<file path="src/hw/cfsq_pkg.sv">
// Constants and types for the configuration sequencer
// Assumes a 40 MHz mclk and an outside test-port controller
// How it works
// - erase, then load, then start-up phases
// - start on power-up; restart on request
// - memory-clear pin rises when erase ends
// - done pin high when configuration complete
// - drive memory-clear pin low during erase
// - held-low memory-clear pin blocks data loading
// - release tristate one step after done
// - next step releases flop init, write enable
// - load instruction packs TDI into words
// - test-port loading works in every mode
// - modes 101 and 001 select test port
package cfsq_pkg;
    // Datapath, memory and buffer shape
    localparam int DAT_W = 32;
    localparam int MEM_AW = 6;
    localparam int MEM_DEPTH = 64;
    localparam int BUF_DEPTH = 2;
    localparam int IR_W = 5;
    // Instruction codes of the test port
    localparam logic [4:0] IR_CFG_LOAD = 5'h05;
    localparam logic [4:0] IR_STARTUP = 5'h0C;
    localparam logic [4:0] IR_BYPASS = 5'h1F;
    localparam logic [4:0] IR_CAPTURE = 5'h01;
    // Mode pin patterns that pick the test port
    localparam logic [2:0] MODE_TAP_A = 3'h5;
    localparam logic [2:0] MODE_TAP_B = 3'h1;
    // Timing: config clock period and its half in mclk cycles
    localparam int CLK_PERIOD_NS = 25;
    localparam int CFG_CLK_PERIOD_NS = 1000;
    localparam int CFG_HALF_CYC = CFG_CLK_PERIOD_NS / (2 * CLK_PERIOD_NS);
    // Register byte offsets
    localparam logic [3:0] REG_CTRL = 4'h0;
    localparam logic [3:0] REG_STATUS = 4'h4;
    localparam logic [3:0] REG_WORDS = 4'h8;
    localparam logic [3:0] REG_MEM = 4'hC;
    // Control and status field positions and control reset value
    localparam int CTRL_RESTART_BIT = 0;
    localparam int CTRL_CFGCLK_SEL_BIT = 1;
    localparam int CTRL_IDX_LSB = 8;
    localparam int STAT_OVF_BIT = 9;
    localparam logic [6:0] CTRL_RESET = 7'h00;
    // Sequencer phases
    typedef enum logic [2:0] {
        PH_ERASE = 3'h0, PH_HOLD = 3'h1, PH_LOAD = 3'h2,
        PH_SU_DONE = 3'h3, PH_SU_TRI = 3'h4, PH_RUN = 3'h5
    } cfsq_phase_e;
    // Test-port controller states
    typedef enum logic [3:0] {
        TS_RESET = 4'h0, TS_IDLE = 4'h1, TS_SEL_DR = 4'h2, TS_CAP_DR = 4'h3,
        TS_SH_DR = 4'h4, TS_EX1_DR = 4'h5, TS_PAU_DR = 4'h6, TS_EX2_DR = 4'h7,
        TS_UPD_DR = 4'h8, TS_SEL_IR = 4'h9, TS_CAP_IR = 4'hA, TS_SH_IR = 4'hB,
        TS_EX1_IR = 4'hC, TS_PAU_IR = 4'hD, TS_EX2_IR = 4'hE, TS_UPD_IR = 4'hF
    } cfsq_tap_e;
    // Outside pins that pass the synchronisers, as one vector
    typedef struct packed {
        logic tck;
        logic tms;
        logic tdi;
        logic init;
        logic restart_n;
        logic [2:0] mode;
    } cfsq_pins_s;
    // Status register layout
    typedef struct packed {
        logic [18:0] zero;
        logic wren;
        logic finit;
        logic otri;
        logic ovf;
        logic [2:0] mode;
        logic tap_mode;
        logic init_lvl;
        logic done;
        logic [2:0] phase;
    } cfsq_status_s;
endpackage : cfsq_pkg

</file>
<file path="src/hw/cfsq_top.sv">
// Configuration sequencer: erase, test-port load, start-up release
// Assumes Avalon-MM master on mclk, test-port pins async to mclk
//
// Implementation choices: register access over Avalon-MM and the register offsets.
`timescale 1ns/1ps
`default_nettype none
module cfsq_top (
    input wire logic mclk,
    input wire logic resetn,
    input wire logic [3:0] avs_address,
    input wire logic avs_read,
    input wire logic avs_write,
    input wire logic [31:0] avs_writedata,
    output logic [31:0] avs_readdata,
    output logic avs_waitrequest,
    input wire logic tck,
    input wire logic tms,
    input wire logic tdi,
    output logic tdo,
    input wire logic [2:0] mode_select_pins,
    input wire logic restart_req_n,
    input wire logic mem_clear_in,
    output logic mem_clear_out,
    output logic mem_clear_oe,
    output logic config_done,
    output logic config_clock,
    output logic global_output_tristate,
    output logic global_flop_init,
    output logic global_storage_write_enable
);
    import cfsq_pkg::*;

    ////////////////////////////////////////////////////////////////////////
    // Pin synchronisers: three flops, change taken when 2nd and 3rd agree
    localparam int SW = $bits(cfsq_pins_s);
    cfsq_pins_s raw; // Pins as one vector
    logic [SW-1:0] s1_ff, s2_ff, s3_ff, flt_ff, nxt_flt;
    cfsq_pins_s pins; // Filtered pin levels
    logic tck_prev_ff; // Last filtered test clock
    logic tck_rise, tck_fall;

    assign raw = '{tck: tck, tms: tms, tdi: tdi, init: mem_clear_in,
                   restart_n: restart_req_n, mode: mode_select_pins};
    genvar gi;
    generate
        for (gi = 0; gi < SW; gi++) begin : g_sync
            // Accept a new level only once two stages agree
            assign nxt_flt[gi] = (s2_ff[gi] == s3_ff[gi]) ? s3_ff[gi] : flt_ff[gi];
        end
    endgenerate

    // Synchroniser registers
    always_ff @(posedge mclk or negedge resetn) begin
        if (!resetn) begin
            s1_ff <= '0;
            s2_ff <= '0;
            s3_ff <= '0;
            flt_ff <= '0;
            tck_prev_ff <= 1'b0;
        end else begin
            s1_ff <= raw;
            s2_ff <= s1_ff;
            s3_ff <= s2_ff;
            flt_ff <= nxt_flt;
            tck_prev_ff <= pins.tck;
        end
    end
    assign pins = cfsq_pins_s'(flt_ff);
    assign tck_rise = pins.tck & ~tck_prev_ff;
    assign tck_fall = ~pins.tck & tck_prev_ff;

    ////////////////////////////////////////////////////////////////////////
    // Test-port controller and data shifting
    cfsq_tap_e tap_ff, nxt_tap;
    logic [IR_W-1:0] ir_ff, nxt_ir, irs_ff, nxt_irs;
    logic [DAT_W-1:0] dr_ff, nxt_dr; // Load shift register
    logic [4:0] bcnt_ff, nxt_bcnt; // Bits in current word
    logic byp_ff, nxt_byp, tdo_ff, nxt_tdo;
    logic push; // Word complete
    logic tap_step; // Start-up clock edge from test port

    // Standard test-port state walk
    function automatic cfsq_tap_e tap_next(input cfsq_tap_e st, input logic m);
        case (st)
            TS_RESET: tap_next = m ? TS_RESET : TS_IDLE;
            TS_IDLE, TS_UPD_DR, TS_UPD_IR: tap_next = m ? TS_SEL_DR : TS_IDLE;
            TS_SEL_DR: tap_next = m ? TS_SEL_IR : TS_CAP_DR;
            TS_CAP_DR, TS_SH_DR: tap_next = m ? TS_EX1_DR : TS_SH_DR;
            TS_EX1_DR: tap_next = m ? TS_UPD_DR : TS_PAU_DR;
            TS_PAU_DR: tap_next = m ? TS_EX2_DR : TS_PAU_DR;
            TS_EX2_DR: tap_next = m ? TS_UPD_DR : TS_SH_DR;
            TS_SEL_IR: tap_next = m ? TS_RESET : TS_CAP_IR;
            TS_CAP_IR, TS_SH_IR: tap_next = m ? TS_EX1_IR : TS_SH_IR;
            TS_EX1_IR: tap_next = m ? TS_UPD_IR : TS_PAU_IR;
            TS_PAU_IR: tap_next = m ? TS_EX2_IR : TS_PAU_IR;
            TS_EX2_IR: tap_next = m ? TS_UPD_IR : TS_SH_IR;
            default: tap_next = TS_RESET;
        endcase
    endfunction : tap_next

    // Next TAP state, shifts and TDO; runs in every mode
    always_comb begin
        nxt_tap = tap_ff;
        nxt_ir = ir_ff;
        nxt_irs = irs_ff;
        nxt_dr = dr_ff;
        nxt_bcnt = bcnt_ff;
        nxt_byp = byp_ff;
        nxt_tdo = tdo_ff;
        push = 1'b0;
        if (tck_rise) begin
            nxt_tap = tap_next(tap_ff, pins.tms);
            case (tap_ff)
                TS_CAP_IR: nxt_irs = IR_CAPTURE;
                TS_SH_IR: nxt_irs = {pins.tdi, irs_ff[IR_W-1:1]};
                TS_CAP_DR: begin
                    nxt_bcnt = 5'h00;
                    nxt_byp = 1'b0;
                end
                TS_SH_DR: begin
                    nxt_byp = pins.tdi;
                    // Pack serial data LSB first into words
                    if (ir_ff == IR_CFG_LOAD) begin
                        nxt_dr = {pins.tdi, dr_ff[DAT_W-1:1]};
                        nxt_bcnt = 5'(bcnt_ff + 5'h01);
                        push = (bcnt_ff == 5'h1F);
                    end
                end
                default: ;
            endcase
        end else if (tck_fall) begin
            // Instruction takes effect on the falling edge of update
            if (tap_ff == TS_UPD_IR) begin
                nxt_ir = irs_ff;
            end else if (tap_ff == TS_RESET) begin
                nxt_ir = IR_BYPASS;
            end
            // TDO changes on falling edge
            if (tap_ff == TS_SH_IR) begin
                nxt_tdo = irs_ff[0];
            end else if (tap_ff == TS_SH_DR && ir_ff == IR_CFG_LOAD) begin
                nxt_tdo = dr_ff[0];
            end else begin
                nxt_tdo = byp_ff;
            end
        end
    end

    // TAP registers
    always_ff @(posedge mclk or negedge resetn) begin
        if (!resetn) begin
            tap_ff <= TS_RESET;
            ir_ff <= IR_BYPASS;
            irs_ff <= IR_BYPASS;
            dr_ff <= '0;
            bcnt_ff <= 5'h00;
            byp_ff <= 1'b0;
            tdo_ff <= 1'b0;
        end else begin
            tap_ff <= nxt_tap;
            ir_ff <= nxt_ir;
            irs_ff <= nxt_irs;
            dr_ff <= nxt_dr;
            bcnt_ff <= nxt_bcnt;
            byp_ff <= nxt_byp;
            tdo_ff <= nxt_tdo;
        end
    end
    assign tdo = tdo_ff;
    // Start-up clocking through shift with start-up instruction
    assign tap_step = tck_rise && tap_ff == TS_SH_DR && ir_ff == IR_STARTUP;

    ////////////////////////////////////////////////////////////////////////
    // Two-entry word buffer between shifter and memory
    logic [DAT_W-1:0] buf_mem [BUF_DEPTH];
    logic wp_ff, nxt_wp, rp_ff, nxt_rp;
    logic [1:0] cnt_ff, nxt_cnt;
    logic in_ready, out_valid, out_ready, do_push, do_pop;
    cfsq_phase_e ph_ff, nxt_ph;
    logic [6:0] wa_ff, nxt_wa; // Words stored in memory
    logic restart;

    assign in_ready = (cnt_ff != 2'h2);
    assign out_valid = (cnt_ff != 2'h0);
    // Drain only while loading and memory has room
    assign out_ready = (ph_ff == PH_LOAD) && (wa_ff != 7'(MEM_DEPTH));
    assign do_push = push & in_ready;
    assign do_pop = out_valid & out_ready;

    // Buffer pointers and fill
    always_comb begin
        nxt_wp = wp_ff ^ do_push;
        nxt_rp = rp_ff ^ do_pop;
        nxt_cnt = 2'(cnt_ff + {1'b0, do_push} - {1'b0, do_pop});
        nxt_wa = do_pop ? 7'(wa_ff + 7'h01) : wa_ff;
        if (restart) begin
            nxt_wp = 1'b0;
            nxt_rp = 1'b0;
            nxt_cnt = 2'h0;
            nxt_wa = 7'h00;
        end
    end

    // Buffer registers
    always_ff @(posedge mclk or negedge resetn) begin
        if (!resetn) begin
            wp_ff <= 1'b0;
            rp_ff <= 1'b0;
            cnt_ff <= 2'h0;
            wa_ff <= 7'h00;
        end else begin
            wp_ff <= nxt_wp;
            rp_ff <= nxt_rp;
            cnt_ff <= nxt_cnt;
            wa_ff <= nxt_wa;
        end
    end
    // Buffer storage
    always_ff @(posedge mclk) begin
        if (do_push) begin
            buf_mem[wp_ff] <= nxt_dr;
        end
    end

    ////////////////////////////////////////////////////////////////////////
    // Configuration memory: cleared in erase, filled in load
    logic [DAT_W-1:0] cfg_mem [MEM_DEPTH];
    logic [MEM_AW-1:0] ers_ff, nxt_ers; // Erase index
    logic mem_we;
    logic [MEM_AW-1:0] mem_addr;
    logic [DAT_W-1:0] mem_wdata;

    // Memory write select
    always_comb begin
        mem_we = 1'b0;
        mem_addr = wa_ff[MEM_AW-1:0];
        mem_wdata = buf_mem[rp_ff];
        if (ph_ff == PH_ERASE) begin
            mem_we = 1'b1;
            mem_addr = ers_ff;
            mem_wdata = '0;
        end else if (do_pop) begin
            mem_we = 1'b1;
        end
    end
    // Memory array
    always_ff @(posedge mclk) begin
        if (mem_we) begin
            cfg_mem[mem_addr] <= mem_wdata;
        end
    end

    ////////////////////////////////////////////////////////////////////////
    // Config clock divider: tick on each rising config clock edge
    logic [7:0] cdiv_ff, nxt_cdiv;
    logic cfgclk_ff, nxt_cfgclk, cfg_tick;
    always_comb begin
        cfg_tick = 1'b0;
        nxt_cfgclk = cfgclk_ff;
        nxt_cdiv = 8'(cdiv_ff + 8'h01);
        if (cdiv_ff == 8'(CFG_HALF_CYC - 1)) begin
            nxt_cdiv = 8'h00;
            nxt_cfgclk = ~cfgclk_ff;
            cfg_tick = ~cfgclk_ff;
        end
    end
    // Divider registers
    always_ff @(posedge mclk or negedge resetn) begin
        if (!resetn) begin
            cdiv_ff <= 8'h00;
            cfgclk_ff <= 1'b0;
        end else begin
            cdiv_ff <= nxt_cdiv;
            cfgclk_ff <= nxt_cfgclk;
        end
    end
    assign config_clock = cfgclk_ff;

    ////////////////////////////////////////////////////////////////////////
    // Phase sequencer and global controls
    logic done_ff, otri_ff, finit_ff, wren_ff, oe_ff;
    logic nxt_done, nxt_otri, nxt_finit, nxt_wren, nxt_oe;
    logic tap_mode, step, sw_restart;
    logic [6:0] ctrl_ff, nxt_ctrl; // {readback index, clock select}

    assign tap_mode = (pins.mode == MODE_TAP_A) || (pins.mode == MODE_TAP_B);
    // Start-up steps on TCK in test-port mode unless software picks the config clock
    assign step = (tap_mode && !ctrl_ff[0]) ? tap_step : cfg_tick;
    assign restart = !pins.restart_n || sw_restart;

    // Next phase and outputs
    always_comb begin
        nxt_ph = ph_ff;
        nxt_ers = ers_ff;
        if (restart) begin
            nxt_ph = PH_ERASE;
            nxt_ers = '0;
        end else begin
            case (ph_ff)
                PH_ERASE: begin
                    nxt_ers = MEM_AW'(ers_ff + 1'b1);
                    if (ers_ff == MEM_AW'(MEM_DEPTH - 1)) begin
                        nxt_ph = PH_HOLD;
                    end
                end
                PH_HOLD: if (pins.init) begin
                    nxt_ph = PH_LOAD;
                end
                PH_LOAD: if (tap_step) begin
                    nxt_ph = PH_SU_DONE;
                end
                PH_SU_DONE: if (step) begin
                    nxt_ph = PH_SU_TRI;
                end
                PH_SU_TRI: if (step) begin
                    nxt_ph = PH_RUN;
                end
                PH_RUN: ;
                default: nxt_ph = PH_ERASE;
            endcase
        end
        nxt_oe = (nxt_ph == PH_ERASE);
        nxt_done = (nxt_ph == PH_SU_DONE) || (nxt_ph == PH_SU_TRI) || (nxt_ph == PH_RUN);
        nxt_otri = !nxt_done || (nxt_ph == PH_SU_DONE);
        nxt_finit = (nxt_ph != PH_RUN);
        nxt_wren = (nxt_ph == PH_RUN);
    end

    // Phase registers; erase starts straight from reset
    always_ff @(posedge mclk or negedge resetn) begin
        if (!resetn) begin
            ph_ff <= PH_ERASE;
            ers_ff <= '0;
            oe_ff <= 1'b1;
            done_ff <= 1'b0;
            otri_ff <= 1'b1;
            finit_ff <= 1'b1;
            wren_ff <= 1'b0;
        end else begin
            ph_ff <= nxt_ph;
            ers_ff <= nxt_ers;
            oe_ff <= nxt_oe;
            done_ff <= nxt_done;
            otri_ff <= nxt_otri;
            finit_ff <= nxt_finit;
            wren_ff <= nxt_wren;
        end
    end
    assign mem_clear_out = 1'b0; // Open drain: only ever pulls low
    assign mem_clear_oe = oe_ff;
    assign config_done = done_ff;
    assign global_output_tristate = otri_ff;
    assign global_flop_init = finit_ff;
    assign global_storage_write_enable = wren_ff;

    ////////////////////////////////////////////////////////////////////////
    // Avalon-MM slave: one wait cycle, then answer
    logic ack_ff, nxt_ack, ovf_ff, nxt_ovf, bus_done;
    logic [31:0] rdata_ff, nxt_rdata;
    cfsq_status_s stat;

    // Address match
    function automatic logic hit(input logic [3:0] a, input logic [3:0] off);
        hit = (a == off);
    endfunction : hit

    assign stat = '{zero: '0, wren: wren_ff, finit: finit_ff, otri: otri_ff, ovf: ovf_ff,
                    mode: pins.mode, tap_mode: tap_mode, init_lvl: pins.init,
                    done: done_ff, phase: ph_ff};
    assign bus_done = (avs_read | avs_write) & ack_ff;
    assign avs_waitrequest = (avs_read | avs_write) & ~ack_ff;
    assign sw_restart = bus_done && avs_write && hit(avs_address, REG_CTRL) && avs_writedata[CTRL_RESTART_BIT];

    // Next bus state, control and sticky overflow
    always_comb begin
        nxt_ack = (avs_read | avs_write) & ~ack_ff;
        nxt_rdata = rdata_ff;
        nxt_ctrl = ctrl_ff;
        if (avs_read && !ack_ff) begin
            if (hit(avs_address, REG_CTRL)) begin
                nxt_rdata = {18'h0, ctrl_ff[6:1], 6'h00, ctrl_ff[0], 1'b0}; // Clock select back at bit 1
            end else if (hit(avs_address, REG_STATUS)) begin
                nxt_rdata = stat;
            end else if (hit(avs_address, REG_WORDS)) begin
                nxt_rdata = {25'h0000000, wa_ff};
            end else if (hit(avs_address, REG_MEM)) begin
                nxt_rdata = cfg_mem[ctrl_ff[6:1]];
            end else begin
                nxt_rdata = 32'h00000000; // Unmapped reads zero
            end
        end
        if (bus_done && avs_write && hit(avs_address, REG_CTRL)) begin
            nxt_ctrl = {avs_writedata[CTRL_IDX_LSB +: MEM_AW], avs_writedata[CTRL_CFGCLK_SEL_BIT]};
        end
        // Lost word sets; set wins over write-one clear
        nxt_ovf = (push & ~in_ready) | (ovf_ff & ~(bus_done && avs_write &&
                  hit(avs_address, REG_STATUS) && avs_writedata[STAT_OVF_BIT]));
    end

    // Bus registers
    always_ff @(posedge mclk or negedge resetn) begin
        if (!resetn) begin
            ack_ff <= 1'b0;
            rdata_ff <= 32'h00000000;
            ctrl_ff <= CTRL_RESET;
            ovf_ff <= 1'b0;
        end else begin
            ack_ff <= nxt_ack;
            rdata_ff <= nxt_rdata;
            ctrl_ff <= nxt_ctrl;
            ovf_ff <= nxt_ovf;
        end
    end
    assign avs_readdata = rdata_ff;

    ////////////////////////////////////////////////////////////////////////
    // Checks
    property p_erase_drive;
        @(posedge mclk) disable iff (!resetn) (ph_ff == PH_ERASE) |-> mem_clear_oe;
    endproperty
    a_erase_drive: assert property (p_erase_drive) else $error("clear pin not driven in erase");
    property p_erase_end;
        @(posedge mclk) disable iff (!resetn) (ph_ff == PH_ERASE && nxt_ph == PH_HOLD) |=> !mem_clear_oe;
    endproperty
    a_erase_end: assert property (p_erase_end) else $error("clear pin held after erase");
    property p_hold_wait;
        @(posedge mclk) disable iff (!resetn) (ph_ff == PH_HOLD && !pins.init) |=> ph_ff != PH_LOAD;
    endproperty
    a_hold_wait: assert property (p_hold_wait) else $error("load began with clear pin low");
    property p_restart;
        @(posedge mclk) disable iff (!resetn) !pins.restart_n |=> (ph_ff == PH_ERASE && ers_ff == '0);
    endproperty
    a_restart: assert property (p_restart) else $error("restart did not erase");
    property p_tri_rel;
        @(posedge mclk) disable iff (!resetn) (ph_ff == PH_SU_DONE && step && !restart) |=>
            (!otri_ff && finit_ff && done_ff);
    endproperty
    a_tri_rel: assert property (p_tri_rel) else $error("tristate release wrong");
    property p_finit_rel;
        @(posedge mclk) disable iff (!resetn) (ph_ff == PH_SU_TRI && step && !restart) |=>
            (!finit_ff && wren_ff && !otri_ff);
    endproperty
    a_finit_rel: assert property (p_finit_rel) else $error("init/write release wrong");
    property p_hold_init;
        @(posedge mclk) disable iff (!resetn) otri_ff |-> (finit_ff && !wren_ff);
    endproperty
    a_hold_init: assert property (p_hold_init) else $error("flops freed too early");
    property p_done;
        @(posedge mclk) disable iff (!resetn) $rose(done_ff) |-> (otri_ff && $past(ph_ff) == PH_LOAD);
    endproperty
    a_done: assert property (p_done) else $error("done rose out of order");
    property p_pack;
        @(posedge mclk) disable iff (!resetn) (push && in_ready && !restart) |=> (cnt_ff != 2'h0);
    endproperty
    a_pack: assert property (p_pack) else $error("word not buffered");
    property p_bus;
        @(posedge mclk) disable iff (!resetn) (avs_read || avs_write) && avs_waitrequest |=> !avs_waitrequest;
    endproperty
    a_bus: assert property (p_bus) else $error("bus wait too long");
endmodule : cfsq_top
`default_nettype wire

</file>
<file path="config.mk">
export PLATFORM = sky130hd
export DESIGN_NAME = cfsq_top
export DESIGN_NICKNAME = d
export VERILOG_FILES = /design/src/hw/cfsq_pkg.sv /design/src/hw/cfsq_top.sv
export SDC_FILE = /design/constraint.sdc
export NUM_CORES = 2
export LEC_CHECK = 0
export BUFFER_PORTS_ARGS = -buffer_cell sky130_fd_sc_hd__buf_2
export CORE_MARGIN = 4
export CORE_UTILIZATION = 45
export DETAILED_ROUTE_END_ITERATION = 6
export PLACE_DENSITY_LB_ADDON = 0.15
export SKIP_LAST_GASP = 1
export SLEW_MARGIN = 20
export SYNTH_ARGS = -nofsm -noshare
export SYNTH_HDL_FRONTEND = slang
export SYNTH_SLANG_ARGS = --single-unit
</file>
<file path="constraint.sdc">
create_clock -name mclk -period 3.5 [get_ports mclk]
set_input_delay 0 -clock mclk [delete_from_list [all_inputs] [get_ports mclk]]
set_output_delay 0 -clock mclk [all_outputs]
set_load 0.1 [all_outputs]
</file>
; ---- After elaboration in Yosys (flattened, before gate mapping)
; Memory sizes are Yosys's and may differ from the RTL's.
; Index checks and enable logic that the tools add are counted.
; Widths: inputs -> output; s select.
[classes]
n_reduce_logical = 38
n_mux = 56
addsub = 6
bitwise = 19
eq_ne = 45
[op_table]
columns = operator, count
row1 = $mux 32, 8
row2 = $pmux 4 s12, 1
row3 = $eq 4x4->1 const B, 10
row4 = $mux 3, 8
row5 = $eq 4x3->1 const B, 5
row6 = $pmux 5 s2, 2
row7 = $mux 1, 18
row8 = $mux 6, 3
row9 = $pmux 3 s6, 1
row10 = $mux 4, 4
row11 = $eq 3x3->1 const B, 5
row12 = $mux 5, 3
row13 = $mux 7, 2
row14 = $reduce_bool 2->1, 6
row15 = $logic_and 1x1->1, 11
row16 = $eq 3x2->1 const B, 3
row17 = $add 8x1->8 const B, 1
row18 = $and 1x1->1, 8
row19 = $eq 1x1->1, 8
row20 = $eq 4x2->1 const B, 2
row21 = $eq 8x5->1 const B, 1
row22 = $logic_not 4->1, 2
row23 = $mux 2, 4
row24 = $mux 8, 1
row25 = other kinds (25), 47
[word_totals]
in_bits = 48
memories = 2
ram_bits = 2112
wordCells = 202
ff_bits = 161
[memory_table]
columns = memory, depth, word_bits, rd, rd_clocked_by_memory_dff, wr, line
row1 = cfg_mem, 64, 32, 1, 0, 1, cfsq_top.sv:227  ; logic [DAT_W-1:0] cfg_mem [MEM_DEPTH];
row2 = buf_mem, 2, 32, 1, 0, 1, cfsq_top.sv:175  ; logic [DAT_W-1:0] buf_mem [BUF_DEPTH];

; ---- Longest topological paths before layout
[depth]
depth_word = 13
mapped_depth = 11
mapped_depth_nobuf = 10

; ---- Worst setup path after synthesis
; No wires, ideal clock.
[synth_timing]
kind = flip-flop to flip-flop
from = register ph_ff[2]
to = memory cfg_mem[25][0], enable pin
setup_time_ns = 0.421
t_arrival_ns = 3.449
t_required_ns = 3.079
path_stages_with_launch = 7
path_slack_ns = -0.370
synth_period_minus_slack_ns = 3.870
n_path_buf = 2
cell_sequence = dfrtp_1 > clkbuf_1 > nor3_2 > mux2i_1 > or3b_2 > clkbuf_1 > nor2_1
[synth_via]
elab_chain_len = 7
word_cells_on_any_way = 9
cone_classes = eq/ne: 1 / mux: 5 / bitwise: 1 / reduce/logical: 2
[synth_lines]
columns = item, line
row1 = start: declaration, cfsq_top.sv:179  ; cfsq_phase_e ph_ff, nxt_ph;
row2 = start signal: assignment, cfsq_top.sv:340  ; ph_ff <= nxt_ph;
row3 = $eq 3x2->1, cfsq_top.sv:186  ; assign out_ready = (ph_ff == PH_LOAD) && (wa_ff != 7'(MEM_DEPTH));
row4 = $logic_and 1x1->1, cfsq_top.sv:186
row5 = $and 1x1->1, cfsq_top.sv:188  ; assign do_pop = out_valid & out_ready;
row6 = $mux 1, cfsq_top.sv:242  ; end else if (do_pop) begin
row7 = $mux 1, cfsq_top.sv:238  ; if (ph_ff == PH_ERASE) begin
row8 = $mux 1, cfsq_top.sv:248  ; if (mem_we) begin
row9 = $mux 1 (implied by the code), cfsq_top.sv:249  ; cfg_mem[mem_addr] <= mem_wdata;
row10 = end: declaration, cfsq_top.sv:227
; Several ways; a longest one is shown, not always the timed one.

; ---- Worst setup path after layout
[layout_timing]
from = register ctrl_ff[1]
to = register rdata_ff[7], in the netlist avs_readdata[7]
[layout_via]
elab_chain_len = 5
[layout_lines]
columns = item, line
row1 = start: declaration, cfsq_top.sv:284  ; logic [6:0] ctrl_ff, nxt_ctrl;
row2 = start signal: assignment, cfsq_top.sv:410  ; ctrl_ff <= nxt_ctrl;
row3 = $mem_v2 64x32, -
row4 = $mux 32, cfsq_top.sv:386  ; end else if (hit(avs_address, REG_MEM)) begin
row5 = $mux 32, cfsq_top.sv:384  ; end else if (hit(avs_address, REG_WORDS)) begin
row6 = $mux 32, cfsq_top.sv:382  ; end else if (hit(avs_address, REG_STATUS)) begin
row7 = $mux 32, cfsq_top.sv:380  ; if (hit(avs_address, REG_CTRL)) begin
row8 = end signal: assignment, cfsq_top.sv:409  ; rdata_ff <= nxt_rdata;
row9 = end: declaration, cfsq_top.sv:359  ; logic [31:0] rdata_ff, nxt_rdata;
; No other way between the ends.
; A chain may end at the register's enable or synchronous reset.

==> key figures <==
Status
  – Status: complete, but fails checks
  – Failing checks: DRC

Synth
  – Share of the synthesized area in the top cell type: 0.724
  – Syn_nets: 4156
  – Unique cell type count in the Yosys netlist: 64
  – Synth Instances: 4098
  – Synth area leader: edfxtp_1
  – Synth warnings: 0
  – Top FF cell, synth: edfxtp_1
  – Count leader, synth: edfxtp_1
  – Synth area leaders: edfxtp_1, mux4_2, dfrtp_1
  – Mapped cell area: 0.0875 mm^2
  – Sequential share of the synthesized area: 0.771
  – Commonest cells in the netlist: edfxtp_1, mux4_2, nand2_1, nor2_1, dfrtp_1
  – Async set-reset flop share out of synthesis: 0.0708
  – Synth Register Bits: 2273
  – Syn Area/Cell: 21.4 um^2
  – Post-synth EDFFs: ~2100

Timing
  – Final setup viols: 0
  – Final Max Slew Viols: 0
  – RSZ-0062 raised after global routing: false
  – Final hold slack: 0.329 ns
  – Max transition margin: 0.326
  – Max frequency: 310 MHz
  – Fin worst setup slack: 0.275 ns
  – Period utilisation layout: 0.921
  – Hold Violations, Final: 0
  – Final worst path period need: ~3.2 ns
  – Setup tns final: 0 ns
  – Clock Skews: 0.0279 ns
  – Worst slew pin tran: around 1.0 ns

Worst setup path
  – Reg2reg start: ctrl_ff[1]$_DFFE_PN0P_
  – FF-to-FF setup slack: 0.28 ns
  – Critical Path AT: 3.95 ns
  – Crit. End Element: flop
  – Setup crit start: ctrl_ff[1]$_DFFE_PN0P_
  – WS Path Type: reg2reg
  – Req. time, crit path: 4.23 ns
  – Crit path max fanout: 22
  – Worst setup SP type: flop

Placed design
  – Placed instance count: around 6800
  – Port Buffers: 63
  – Dpl ws: 0.310 ns
  – GP Congestion: around 0.80
  – Post-DP HPWL: 135000 um

Global route
  – GRT Residual Overflow: 0
  – First-pass GRT wire length: 333000 um
  – Total track usage: 0.232
  – Initial antenna violation count: 8
  – Largest net degree at the start of global routing: 65
  – Vias in the first global route: between 40000 and 50000

Detailed routing
  – Via density: 5.93
  – Detailed Route Iter0 Violations: 4363
  – Antenna Violating Nets Remaining: 0
  – Routed wire length: 234000 um
  – Post-route DRC: 2
  – Via count: 43100
  – Detailed-router iteration count before antenna repair: 7
  – WL/cell: 32.2 um

Finish
  – FF/Latch Area: 0.0675 mm^2
  – Layout cell share with drive strength beyond 1: 0.299
  – Final #Nets: 4590
  – Multi-input gate area: 0.0196 mm^2
  – Fill count: 15000
  – P&R area growth vs syn: 16.9%
  – Fin cells: 7258

Clocking
  – Latest clock arrival within the worst-skew pair: 0.86 ns
  – CTS tree: built
  – Num CTS Buffers: 225
  – Max clock buf depth: 3
  – Clock Sinks: 2273
  – Root Driver: clkbuf_16
  – CTS clk-pin slew, worst paths: 0.06 ns
  – Postcts setup bufs: 0
  – H-tree depth: 4

Die
  – FP Rows: 161
  – Die Area: 0.202 mm^2
  – Die W: 449 um
  – Starting density of the core: 0.454
  – Core area: 0.193 mm^2
  – I/O pins: 89
  – Die Ht: 449 um

Worst hold path
  – Worst Min Path Start: restart_req_n
  – Worst Hold Class: in2reg

Flow run
  – Max Cap Violations: 0

Power
  – PD cells: 598 mW/mm^2
  – Power, Total: 61200 uW
  – Leakage: 0.0347 uW
  – Worst VDD drop: 0.481 mV
-- per-layer routing --
metal / vias to the layer above / GRT usage / share of wire
met4: 0 / 0.0509 / 0.020
met5: - / 0 / 0
met3: 276 / 0.0362 / 0.061
li1: 17900 / - / -
met1: 23400 / 0.332 / 0.42
met2: 1475 / 0.381 / 0.49
-- path summary, 6_finish.rpt --
check | end | depth (start not counted)
setup / recovery | avs_readdata[7]$_DFFE_PN0P_ | 8
hold / removal | s1_ff[3]$_DFF_PN0_ | 3
setup reg to reg | avs_readdata[7]$_DFFE_PN0P_ | 8
hold reg to reg | s2_ff[2]$_DFF_PN0_ | 0
max in group asynchronous | ctrl_ff[3]$_DFFE_PN0P_ | 4
min in group asynchronous | irs_ff[0]$_DFFE_PN1P_ | 3
-- state kept, by name (all words and copies together) (netlist names), 2 cells and up --
| signal | flops |
|---|---|
| ers_ff | 6 |
| buf_mem | 64 |
| flt_ff | 8 |
| tap_ff | 4 |
| ctrl_ff | 7 |
| ir_ff | 5 |
| s3_ff | 8 |
| cdiv_ff | 8 |
| cfg_mem | 2048 |
| avs_readdata | 32 |
| bcnt_ff | 5 |
| cnt_ff | 2 |
| wa_ff | 7 |
| dr_ff | 32 |
| irs_ff | 5 |
| ph_ff | 3 |
| s2_ff | 8 |
| s1_ff | 8 |
-- kinds of logic (layout without fill, tap and decap cells) --
kind of cell,count (synthesis),after routing,share of synthesized area
buf+inv,235,866,0.0139
simple gates,603,603,0.0306
mux,717,717,0.163
compound gates,230,230,0.0175
flops,2273,2273,0.771
fa+ha+maj,18,18,0.00234
other cells,1,4,0.0000428
xor+xnor,21,21,0.00210
-- stage by stage --
stage,cell area (um^2),util
6_report,102000,0.530
5_1_grt,102000,0.530
3_3_place_gp,94400,0.489
2_1_floorplan,87600,-
3_5_place_dp,94400,0.489
4_1_cts,102000,0.530
-- critical path, stage by stage, from the launching register on --
cell	delay (ns)
dfrtp_4	0.78
buf_12	0.30
mux4_2	0.53
a22oi_1	0.21
a31oi_1	0.16
a2111oi_0	0.43
buf_4	0.21
nor3_1	0.13
a211o_1	0.30
-- power by group --
| part | internal [uW] | switching, uW |
|---|---|---|
| clock network | 13700 | 10300 |
| logic | 2970 | 4260 |
| registers | 29700 | 349 |
-- cells in the final DEF, fill, tap and decap left out, types with 54 or more instances in the layout --
| cell | netlist | layout |
|---|---|---|
| buf_12 | 0 | 113 |
| buf_2 | 71 | 62 |
| buf_4 | 43 | 193 |
| clkbuf_16 | 0 | 226 |
| dfrtp_1 | 148 | 141 |
| dlygate4sd3_1 | 0 | 54 |
| edfxtp_1 | 2112 | 2112 |
| mux2i_1 | 136 | 136 |
| mux4_2 | 565 | 565 |
| nand2_1 | 255 | 255 |
| nand3_1 | 68 | 68 |
| nor2_1 | 162 | 64 |
| nor2_4 | 0 | 96 |
-- cell type report --
class	instances	share of cell area
flip-flops and latches	2273	0.659
diodes	3	0.0000734
inverters	18	0.000709
clock buffers	301	0.0603
repair buffers	424	0.0450
multi-input cells	1590	0.192
clock inverters	123	0.0120
well taps	2526	0.0309
-- what timing repair did --
item                      4_1_cts  5_1_grt
hold endpoints to repair      208        0
hold buffers                   55        0
resized for setup               0        0
Note: power is estimated with default switching activity, not from simulation.
